[config.mk]
export PLATFORM = sky130hd
export DESIGN_NAME = cpsr_regs
export DESIGN_NICKNAME = d
export VERILOG_FILES = /design/src/cpsr_pkg.sv /design/src/cpsr_regs.sv
export SDC_FILE = /design/constraint.sdc
export NUM_CORES = 1
export LEC_CHECK = 0
export ABC_AREA = 0
export BUFFER_PORTS_ARGS = -buffer_cell sky130_fd_sc_hd__buf_4
export CAP_MARGIN = 0
export CORE_MARGIN = 3
export CORE_UTILIZATION = 35
export CTS_CLUSTER_SIZE = 30
export DETAILED_ROUTE_END_ITERATION = 10
export PLACE_DENSITY = 0.79
export SLEW_MARGIN = 20
export SYNTH_ARGS = -nofsm -noshare
export SYNTH_HDL_FRONTEND = slang
export SYNTH_SLANG_ARGS = --single-unit
[constraint.sdc]
create_clock -name i_clk -period 2.8 [get_ports i_clk]
set_input_delay 0.42 -clock i_clk [delete_from_list [all_inputs] [get_ports i_clk]]
set_output_delay 0.42 -clock i_clk [all_outputs]
set_load 0.1 [all_outputs]
[src/cpsr_pkg.sv]
// Constants for the CPU pointer, stack and status register bank
package cpsr_pkg;
   // Register indexes; byte address on APB is four times the index
   localparam logic [7:0] IDX_CFG_PROTECT = 8'h04;
   localparam logic [7:0] IDX_DIRECT_EXT = 8'h08;
   localparam logic [7:0] IDX_X_EXT = 8'h09;
   localparam logic [7:0] IDX_Y_EXT = 8'h0A;
   localparam logic [7:0] IDX_Z_EXT = 8'h0B;
   localparam logic [7:0] IDX_JUMP_EXT = 8'h0C;
   localparam logic [7:0] IDX_SP_LOW = 8'h0D;
   localparam logic [7:0] IDX_SP_HIGH = 8'h0E;
   localparam logic [7:0] IDX_STATUS = 8'h0F;

   // Device sizing: presence and implemented-bit masks
   localparam logic Z_EXT_PRESENT = 1'b1;
   localparam logic [7:0] Z_EXT_MASK = 8'h03;
   localparam logic JUMP_EXT_PRESENT = 1'b1;
   localparam logic [7:0] JUMP_EXT_MASK = 8'h01;
   localparam logic [15:0] SP_MASK = 16'h3FFF;
   localparam logic [15:0] SP_RESET = 16'h3FFF;

   // Reset values
   localparam logic [7:0] Z_EXT_RESET = 8'h00;
   localparam logic [7:0] JUMP_EXT_RESET = 8'h00;
   localparam logic [7:0] STATUS_RESET = 8'h00;

   // Status bit positions
   localparam int unsigned BIT_I = 7;
   localparam int unsigned BIT_T = 6;
   localparam int unsigned BIT_H = 5;
   localparam int unsigned BIT_S = 4;
   localparam int unsigned BIT_V = 3;
   localparam int unsigned BIT_N = 2;
   localparam int unsigned BIT_Z = 1;
   localparam int unsigned BIT_C = 0;

   // Instructions during which interrupts stay blocked after a stack low write
   localparam logic [2:0] SP_BLOCK_INSTR = 3'h4;
endpackage : cpsr_pkg

[src/cpsr_regs.sv]
// Pointer extension, stack pointer and status register bank on APB
`timescale 1ns/1ps
`default_nettype none

// Behaviour
// - Indirect data address is Z extension byte above the 16-bit Z pointer.
// - Same extension feeds extended program reads and program stores.
// - Extension byte is the top byte of a 24-bit address over Z.
// - Only needed Z extension bits exist; others read zero.
// - Z extension register absent on small devices.
// - Extended jump and call place jump extension byte above Z.
// - Ordinary indirect jump and call ignore the jump extension byte.
// - Jump extension absent on small devices; unimplemented bits read zero.
// - Jump extension keeps only bits needed for program memory.
// - Stack pointer is high byte over low byte, 16 bits.
// - Reset loads stack pointer with top of internal SRAM.
// - Stack low write blocks interrupts four instructions or until next I/O write.
// - Stack pointer keeps only bits for data memory; others read zero.
// - Global enable clear means no interrupts are taken.
// - Taking an interrupt never clears global enable.
// - Changing global enable through the register adds one wait state.
// - Bit 6 stores the bit for bit store and bit load.
// - Bit 5 holds half carry.
// - Bit 4 always equals negative XOR overflow.
// - Bit 3 records two's complement overflow.
// - Bits 2 and 1 flag negative and zero results.
// - Bit 0 records carry.
module cpsr_regs
   import cpsr_pkg::*;
(
   input wire logic i_clk,
   input wire logic i_srst,
   // APB slave
   input wire logic i_psel,
   input wire logic i_penable,
   input wire logic i_pwrite,
   input wire logic [11:0] i_paddr,
   input wire logic [31:0] i_pwdata,
   output logic [31:0] o_prdata,
   output logic o_pready,
   output logic o_pslverr,
   // Core: pointer addressing
   input wire logic [15:0] i_z_ptr,
   input wire logic i_ext_jump,
   output logic [23:0] o_z_addr,
   output logic [23:0] o_jump_addr,
   // Core: stack pointer updates
   input wire logic i_sp_we,
   input wire logic [15:0] i_sp_d,
   output logic [15:0] o_sp,
   // Core: flag updates
   input wire logic [7:0] i_flag_we,
   input wire logic [7:0] i_flag_d,
   input wire logic i_interrupt_enable_op,
   input wire logic i_interrupt_disable_op,
   input wire logic i_bit_store_op,
   input wire logic i_bit_store_val,
   output logic o_t_flag,
   output logic [7:0] o_status,
   // Core: instruction progress and interrupt gate
   input wire logic i_instr_done,
   input wire logic i_io_write,
   output logic o_irq_allow
);
   logic [7:0] z_ext_q;
   logic [7:0] jump_ext_q;
   logic [15:0] sp_q;
   logic [7:0] flags_q;
   logic [2:0] sp_block_q;
   logic waited_q;
   logic [7:0] status_view;
   logic [7:0] idx;
   logic idx_ok;
   logic access;
   logic wr_go;
   logic ie_change;

   // Index decode from a word address; read data ignores unaligned and high bits, writes miss on them, and both reads and writes set pslverr
   function automatic logic [7:0] reg_read(input logic [7:0] i);
      if (i == IDX_Z_EXT) begin
         reg_read = z_ext_q;
      end else if (i == IDX_JUMP_EXT) begin
         reg_read = jump_ext_q;
      end else if (i == IDX_SP_LOW) begin
         reg_read = sp_q[7:0];
      end else if (i == IDX_SP_HIGH) begin
         reg_read = sp_q[15:8];
      end else if (i == IDX_STATUS) begin
         reg_read = status_view;
      end else begin
         reg_read = 8'h00;
      end
   endfunction : reg_read

   assign idx = i_paddr[9:2];
   // Listed but not built here: protection and other extensions read zero
   assign idx_ok = (i_paddr[11:10] == 2'h0) && (i_paddr[1:0] == 2'h0) &&
      ((idx == IDX_CFG_PROTECT) || ((idx >= IDX_DIRECT_EXT) && (idx <= IDX_STATUS)));
   assign access = i_psel && i_penable;

   // Sign is derived, never stored, so it cannot drift from N and V
   assign status_view = {flags_q[7:5], flags_q[BIT_N] ^ flags_q[BIT_V], flags_q[3:0]};

   // A status write that flips the global enable stalls one cycle
   assign ie_change = i_pwrite && idx_ok && (idx == IDX_STATUS) &&
      (i_pwdata[BIT_I] != flags_q[BIT_I]);
   assign o_pready = !(access && ie_change && !waited_q);
   assign wr_go = access && o_pready && i_pwrite && idx_ok;
   assign o_pslverr = access && !idx_ok;

   always_ff @(posedge i_clk) begin
      if (i_srst) begin
         waited_q <= 1'b0;
      end else begin
         waited_q <= access && !o_pready;
      end
   end

   // Read data registered at the edge that ends the setup phase; reads change no state
   always_ff @(posedge i_clk) begin
      if (i_srst) begin
         o_prdata <= 32'h0000_0000;
      end else if (i_psel && !i_penable && !i_pwrite) begin
         o_prdata <= {24'h00_0000, reg_read(idx)};
      end
   end

   always_ff @(posedge i_clk) begin
      if (i_srst || !Z_EXT_PRESENT) begin
         z_ext_q <= Z_EXT_RESET;
      end else if (wr_go && idx == IDX_Z_EXT) begin
         z_ext_q <= i_pwdata[7:0] & Z_EXT_MASK;
      end
   end

   always_ff @(posedge i_clk) begin
      if (i_srst || !JUMP_EXT_PRESENT) begin
         jump_ext_q <= JUMP_EXT_RESET;
      end else if (wr_go && idx == IDX_JUMP_EXT) begin
         jump_ext_q <= i_pwdata[7:0] & JUMP_EXT_MASK;
      end
   end

   // Core push/pop wins over a software byte write in the same cycle
   always_ff @(posedge i_clk) begin
      if (i_srst) begin
         sp_q <= SP_RESET;
      end else if (i_sp_we) begin
         sp_q <= i_sp_d & SP_MASK;
      end else if (wr_go && idx == IDX_SP_LOW) begin
         sp_q[7:0] <= i_pwdata[7:0] & SP_MASK[7:0];
      end else if (wr_go && idx == IDX_SP_HIGH) begin
         sp_q[15:8] <= i_pwdata[7:0] & SP_MASK[15:8];
      end
   end

   // Guard window so a two-byte stack update is not split by an interrupt
   always_ff @(posedge i_clk) begin
      if (i_srst) begin
         sp_block_q <= 3'h0;
      end else if (wr_go && idx == IDX_SP_LOW) begin
         sp_block_q <= SP_BLOCK_INSTR;
      end else if (wr_go || i_io_write) begin
         sp_block_q <= 3'h0;
      end else if (i_instr_done && sp_block_q != 3'h0) begin
         sp_block_q <= sp_block_q - 3'h1;
      end
   end

   // Software writes first, core flag updates override per bit
   always_ff @(posedge i_clk) begin
      if (i_srst) begin
         flags_q <= STATUS_RESET;
      end else begin
         for (int b = 0; b < 8; b++) begin
            if (b == BIT_I) begin
               if (i_interrupt_enable_op) begin
                  flags_q[b] <= 1'b1;
               end else if (i_interrupt_disable_op) begin
                  flags_q[b] <= 1'b0;
               end else if (wr_go && idx == IDX_STATUS) begin
                  flags_q[b] <= i_pwdata[b];
               end
            end else if (b == BIT_T && i_bit_store_op) begin
               flags_q[b] <= i_bit_store_val;
            end else if (b != BIT_S && i_flag_we[b]) begin
               flags_q[b] <= i_flag_d[b];
            end else if (b != BIT_S && wr_go && idx == IDX_STATUS) begin
               flags_q[b] <= i_pwdata[b];
            end
         end
      end
   end

   assign o_z_addr = {z_ext_q, i_z_ptr};
   assign o_jump_addr = i_ext_jump ? {jump_ext_q, i_z_ptr} : {8'h00, i_z_ptr};
   assign o_sp = sp_q;
   assign o_t_flag = flags_q[BIT_T];
   assign o_status = status_view;
   assign o_irq_allow = flags_q[BIT_I] && (sp_block_q == 3'h0);
endmodule : cpsr_regs

`default_nettype wire

; Yosys cells after proc, flatten, opt, wreduce, memory -nomap -nowiden
; Cells that the tools add are included.
[totals]
ff_bits = 36
[op_classes]
magnitude_cmp = 2
n_reduce_logical = 46
n_eq_ne = 8
add_sub_neg = 1
n_mux = 29
bitwise = 1
[op_table]
columns = op, count
row1 = $mux W8, 6
row2 = $eq A8 B4 Y1 const B, 5
row3 = $logic_and A1 B1 Y1, 23
row4 = $mux W17, 1
row5 = $mux W1, 16
row6 = $mux W14, 1
row7 = $reduce_bool A2 Y1, 7
row8 = $mux W6, 2
row9 = $reduce_bool A3 Y1, 4
row10 = $mux W3, 3
row11 = $eq A8 B3 Y1 const B, 1
row12 = $ge A8 B4 Y1 const B, 1
row13 = $le A8 B4 Y1 const B, 1
row14 = $logic_not A1 Y1, 5
row15 = $logic_not A2 Y1, 2
row16 = $logic_not A3 Y1, 1
row17 = $reduce_or A3 Y1, 1
row18 = $sub A3 B1 Y3 const B, 1
row19 = $logic_or A1 B1 Y1, 2
row20 = $ne A2 B2 Y1 const B, 1
row21 = $reduce_and A2 Y1, 1
row22 = $ne A1 B1 Y1, 1
row23 = $xor A1 B1 Y1, 1

; Longest topological paths before layout
[logic_depth]
depth_word = 17
ltp_mapped = 7

; Least setup slack after synthesis
; OpenSTA, ideal clock, no wires.
[synth_timing]
path_kind = register -> register
start = register flags_q[3]
end = register o_prdata[4]
path_stages_with_launch = 5
arrival_ns = 3.112
synth_period_minus_slack_ns = 3.213
required_time_ns = 2.699
setup_slack_ns = -0.413
setup_ns = 0.101
path_buffers = 0
path_cell_list = dfxtp_1 > xor2_1 > mux2i_1 > a2bb2oi_1 > o41ai_1
[synth_via]
elab_chain_len = 6
[synth_lines]
columns = item, line
row1 = start: declaration, cpsr_regs.sv:68  ; logic [7:0] flags_q;
row2 = start signal: indexed assignment, cpsr_regs.sv:182  ; flags_q[b] <= i_pwdata[b];
row3 = start signal: indexed assignment, cpsr_regs.sv:185  ; flags_q[b] <= i_bit_store_val;
row4 = start signal: indexed assignment, cpsr_regs.sv:187  ; flags_q[b] <= i_flag_d[b];
row5 = $xor A1 B1 Y1, cpsr_regs.sv:102  ; assign status_view = {flags_q[7:5], flags_q[BIT_N] ^ flags_q[BIT_V], flags_q[3:0]};
row6 = net o_status[4], cpsr_regs.sv:59  ; output logic [7:0] o_status,
row7 = $mux W8, cpsr_regs.sv:88  ; end else if (i == IDX_STATUS) begin
row8 = $mux W8, cpsr_regs.sv:86  ; end else if (i == IDX_SP_HIGH) begin
row9 = $mux W8, cpsr_regs.sv:84  ; end else if (i == IDX_SP_LOW) begin
row10 = $mux W8, cpsr_regs.sv:82  ; end else if (i == IDX_JUMP_EXT) begin
row11 = $mux W8, cpsr_regs.sv:80  ; if (i == IDX_Z_EXT) begin
row12 = end signal: assignment, cpsr_regs.sv:124  ; o_prdata <= {24'h00_0000, reg_read(idx)};
row13 = end: declaration, cpsr_regs.sv:39  ; output logic [31:0] o_prdata,
; The timed path passes the listed nets, and every way through them passes these cells.
; A chain may end at the register's enable or synchronous reset.

; Final worst setup path
[layout_timing]
start = input i_paddr[9]
end = output o_pready
[layout_via]
elab_chain_len = 10
word_cells_on_any_way = 13
cone_classes = order compare (2) / eq/ne (2) / reduce/logical (9)
[layout_lines]
columns = item, line
row1 = start: declaration, cpsr_regs.sv:37  ; input wire logic [11:0] i_paddr,
row2 = $ge A8 B4 Y1 / $le A8 B4 Y1 (equally long branches), cpsr_regs.sv:98  ; ((idx == IDX_CFG_PROTECT) || ((idx >= IDX_DIRECT_EXT) && (idx <= IDX_STATUS)));
row3 = $logic_and A1 B1 Y1, cpsr_regs.sv:98
row4 = $logic_or A1 B1 Y1, cpsr_regs.sv:98
row5 = $logic_and A1 B1 Y1, cpsr_regs.sv:97  ; assign idx_ok = (i_paddr[11:10] == 2'h0) && (i_paddr[1:0] == 2'h0) &&
row6 = $logic_and A1 B1 Y1, cpsr_regs.sv:105  ; assign ie_change = i_pwrite && idx_ok && (idx == IDX_STATUS) &&
row7 = $logic_and A1 B1 Y1 (*) (2 in series), cpsr_regs.sv:105
row8 = $logic_and A1 B1 Y1 (*) (2 in series), cpsr_regs.sv:107  ; assign o_pready = !(access && ie_change && !waited_q);
row9 = $logic_not A1 Y1 (*), cpsr_regs.sv:107
row10 = end: declaration, cpsr_regs.sv:40  ; output logic o_pready,
; Mark *: on every way between the ends. The rest lies on a longest branch, timed or not.

==> summary.txt <==
Die
  • Die X: 92.6 um
  • IO Count: 213
  • Initial Util: 37.4%
  • Die area: 8570 sq um
  • Die Y: 92.6 um
  • Core Region: 7020 sq um
  • Row cnt: 30

Synth
  • Synthesized area: 2620 sq um
  • Synth warn: 0
  • Cell taking the most area after synthesis: dfxtp_1
  • Post-synthesis sequential area ratio: 27.5%
  • Synth top area share: 27.5%
  • Top FF cell, synth: dfxtp_1
  • Syn Area/Cell: 8.12 sq um
  • Leading post-synthesis cells by cell area: dfxtp_1, buf_4, nor3_1
  • Cells after synthesis: 323
  • Synth Register Bits: 36
  • Library cells used by synthesis: 47
  • EDFF count, synth: 0
  • Ys async rst share: 0%

Clock tree
  • Clk slew on worst S/H paths: 80 ps
  • CTS Buf Count: 5
  • CTS Sinks: 36
  • Cts repair resizes: 0
  • Cts hold-fix bufs: 0
  • CTS max path bufs: 2
  • CTS tree: yes
  • Root Driver: clkbuf_8
  • Clk Latency, worst-skew pair: 290 ps
  • H-tree depth: 2
  • Setup repair bufs after CTS: 0

Min path
  • Hold WC Path Type: in2reg

GRT
  • Vias in the first global route: 2,283
  • Total Routing Usage GR: 16.8%
  • Pin count of the biggest net entering global routing: 65
  • First-pass GRT wire length: 11,400 um
  • GRT overflow: 0
  • Initial antenna violation count: 0

Cells and area
  • Layout Nets: 486
  • Synthesis-to-layout area growth: 19.3%
  • Most frequent cells in the layout: buf_4, conb_1, dfxtp_1
  • Commonest non-fill, non-tap cell in the layout: buf_4
  • Antenna diodes: 0
  • Fin util: 44.6%
  • Layout cells sized above 1: 30.5%

Pwr
  • Seq pwr share: 34.6%
  • Comb power frac: 40.5%
  • Peak supply drop: 0.000227 V
  • Sw Pwr: 0.000734 W
  • Pleak: 1.28 nW
  • Clock Power Share: 24.9%
  • Pint: 0.000862 W
  • Sw frac: 46.0%
  • Power Dens Cells: 510 nW/um^2

Placement
  • Hpwl dp: 5660 um
  • Port bufs: 95
  • Gpl congestion: 0.808

Timing
  • Slew headroom: 32.2%
  • Final Max Tran Viols: 0
  • Worst-Margin Slew: 1010 ps
  • Final setup viols: 0
  • Setup TNS: 0 ps
  • Period Utilization, post-route: 80.0%
  • Setup Skew: 9.53 ps
  • RSZ-0062 raised after global routing: false
  • Fmax: 446 MHz
  • Endpoints failing hold: 0
  • Final Critical Period: 2240 ps

Critical path
  • CP Data Required Time: 2380 ps
  • CP startpoint kind: input pin
  • CP arrival: 1820 ps
  • WS Path Type: in2out
  • CP Max Fanout: 5
  • Critical Path Sink Type: output pin

Detailed routing
  • DRC: 0
  • Detail Route Antenna Nets: 0
  • WL/cell: 15.4 um
  • Vias per inst: 4.96
  • Total number of vias: 2,363
  • Drt first pass iters: 4
  • Final wirelength: 7340 um
  • Initial DRC count: 105

Job
  • Max-cap viol count: 0

Status
  • Status: completed
==> cells in the mapped netlist (2+ instances only) <==
| cell type | n |
|---|---|
| a221oi_1 | 2 |
| clkbuf_1 | 13 |
| mux2_2 | 3 |
| a311oi_1 | 5 |
| or3_1 | 8 |
| a211oi_1 | 12 |
| nor3_1 | 29 |
| ha_1 | 2 |
| nor4_1 | 5 |
| nor2b_1 | 3 |
| nor2_1 | 14 |
| nand4_1 | 2 |
| nor3b_1 | 15 |
| inv_1 | 9 |
| xnor2_1 | 2 |
| nand2b_1 | 9 |
| nand2_1 | 11 |
| a21oi_1 | 5 |
| mux2i_1 | 9 |
| o21ai_0 | 13 |
| and2_1 | 4 |
| o2bb2ai_1 | 4 |
| nand3_1 | 12 |
| or4_4 | 3 |
| dfxtp_1 | 36 |
| buf_4 | 72 |
==> flip-flops by register name, summed over array words and instances (netlist names) <==
| signal | cells |
|---|---|
| flags_q | 7 |
| o_sp | 14 |
| sp_block_q | 3 |
| waited_q | 1 |
| z_ext_q | 2 |
| o_prdata | 8 |
| jump_ext_q | 1 |
==> per-layer routing <==
metal | vias up | GRT usage (%) | share of wire, %
li1 | 1160 | - | -
met1 | 1092 | 20.5 | 43
met2 | 93 | 28.8 | 48
met3 | 18 | 4.47 | 7.4
met4 | 0 | 4.95 | 1.7
met5 | - | 0 | 0
==> per-stage QoR <==
step	setup WS [ps]	cells	power (W)	instance area, sq um	hold slack, ps
2_1_floorplan	31.1	361	0.00133	2770	455
3_3_place_gp	361	468	0.00120	3030	443
3_5_place_dp	338	468	0.00121	3030	452
4_1_cts	542	476	0.00160	3130	308
5_1_grt	345	476	0.00165	3130	310
6_report	560	476	0.00160	3130	308
==> final cells by class <==
type                    count  area, sq um
flip-flops and latches     36          721
fillers                   749         3890
inverters                   9         33.8
repair buffers             98          736
well taps                  96          120
clock inverters             2         15.0
clock buffers               6         82.6
multi-input cells         229         1420
==> worst paths after layout <==
check,from,to,slack (ps),cells after the start
worst max-delay path,i_paddr[9],o_pready,560,5
worst min-delay path,i_io_write,sp_block_q[1],310,2
worst max register to register,flags_q[7],flags_q[0],910,4
worst min register to register,o_prdata[5],o_prdata[5],460,2
==> power by group through the flow <==
stage | Sequential (W) | Clock (W) | Combinational (W)
floorplan | 0.000707 | 0 | 0.000620
global placement | 0.000563 | 0 | 0.000641
detailed placement | 0.000564 | 0 | 0.000644
CTS | 0.000552 | 0.000403 | 0.000645
global route | 0.000555 | 0.000425 | 0.000671
finish | 0.000552 | 0.000398 | 0.000646
==> cell families (layout without fill, tap and decap cells) <==
logic type | count (synthesis) | in the layout | share of synthesized area [%]
AOI/OAI and AO/OA | 50 | 50 | 13.6
xor gates and xnor gates | 3 | 3 | 1.00
adders and majority gates | 2 | 2 | 0.954
buffers and inverters | 96 | 115 | 24.1
DFF | 36 | 36 | 27.5
muxes | 13 | 13 | 5.58
other | 1 | 39 | 0.143
and+or+nand+nor | 122 | 122 | 27.1
==> worst max-delay path, stage by stage <==
cell	delay (ps)
buf_4	110
nor4_1	440
o2111ai_1	310
nand4b_1	280
buf_4	260
Note: power is estimated with default switching activity, not from simulation.
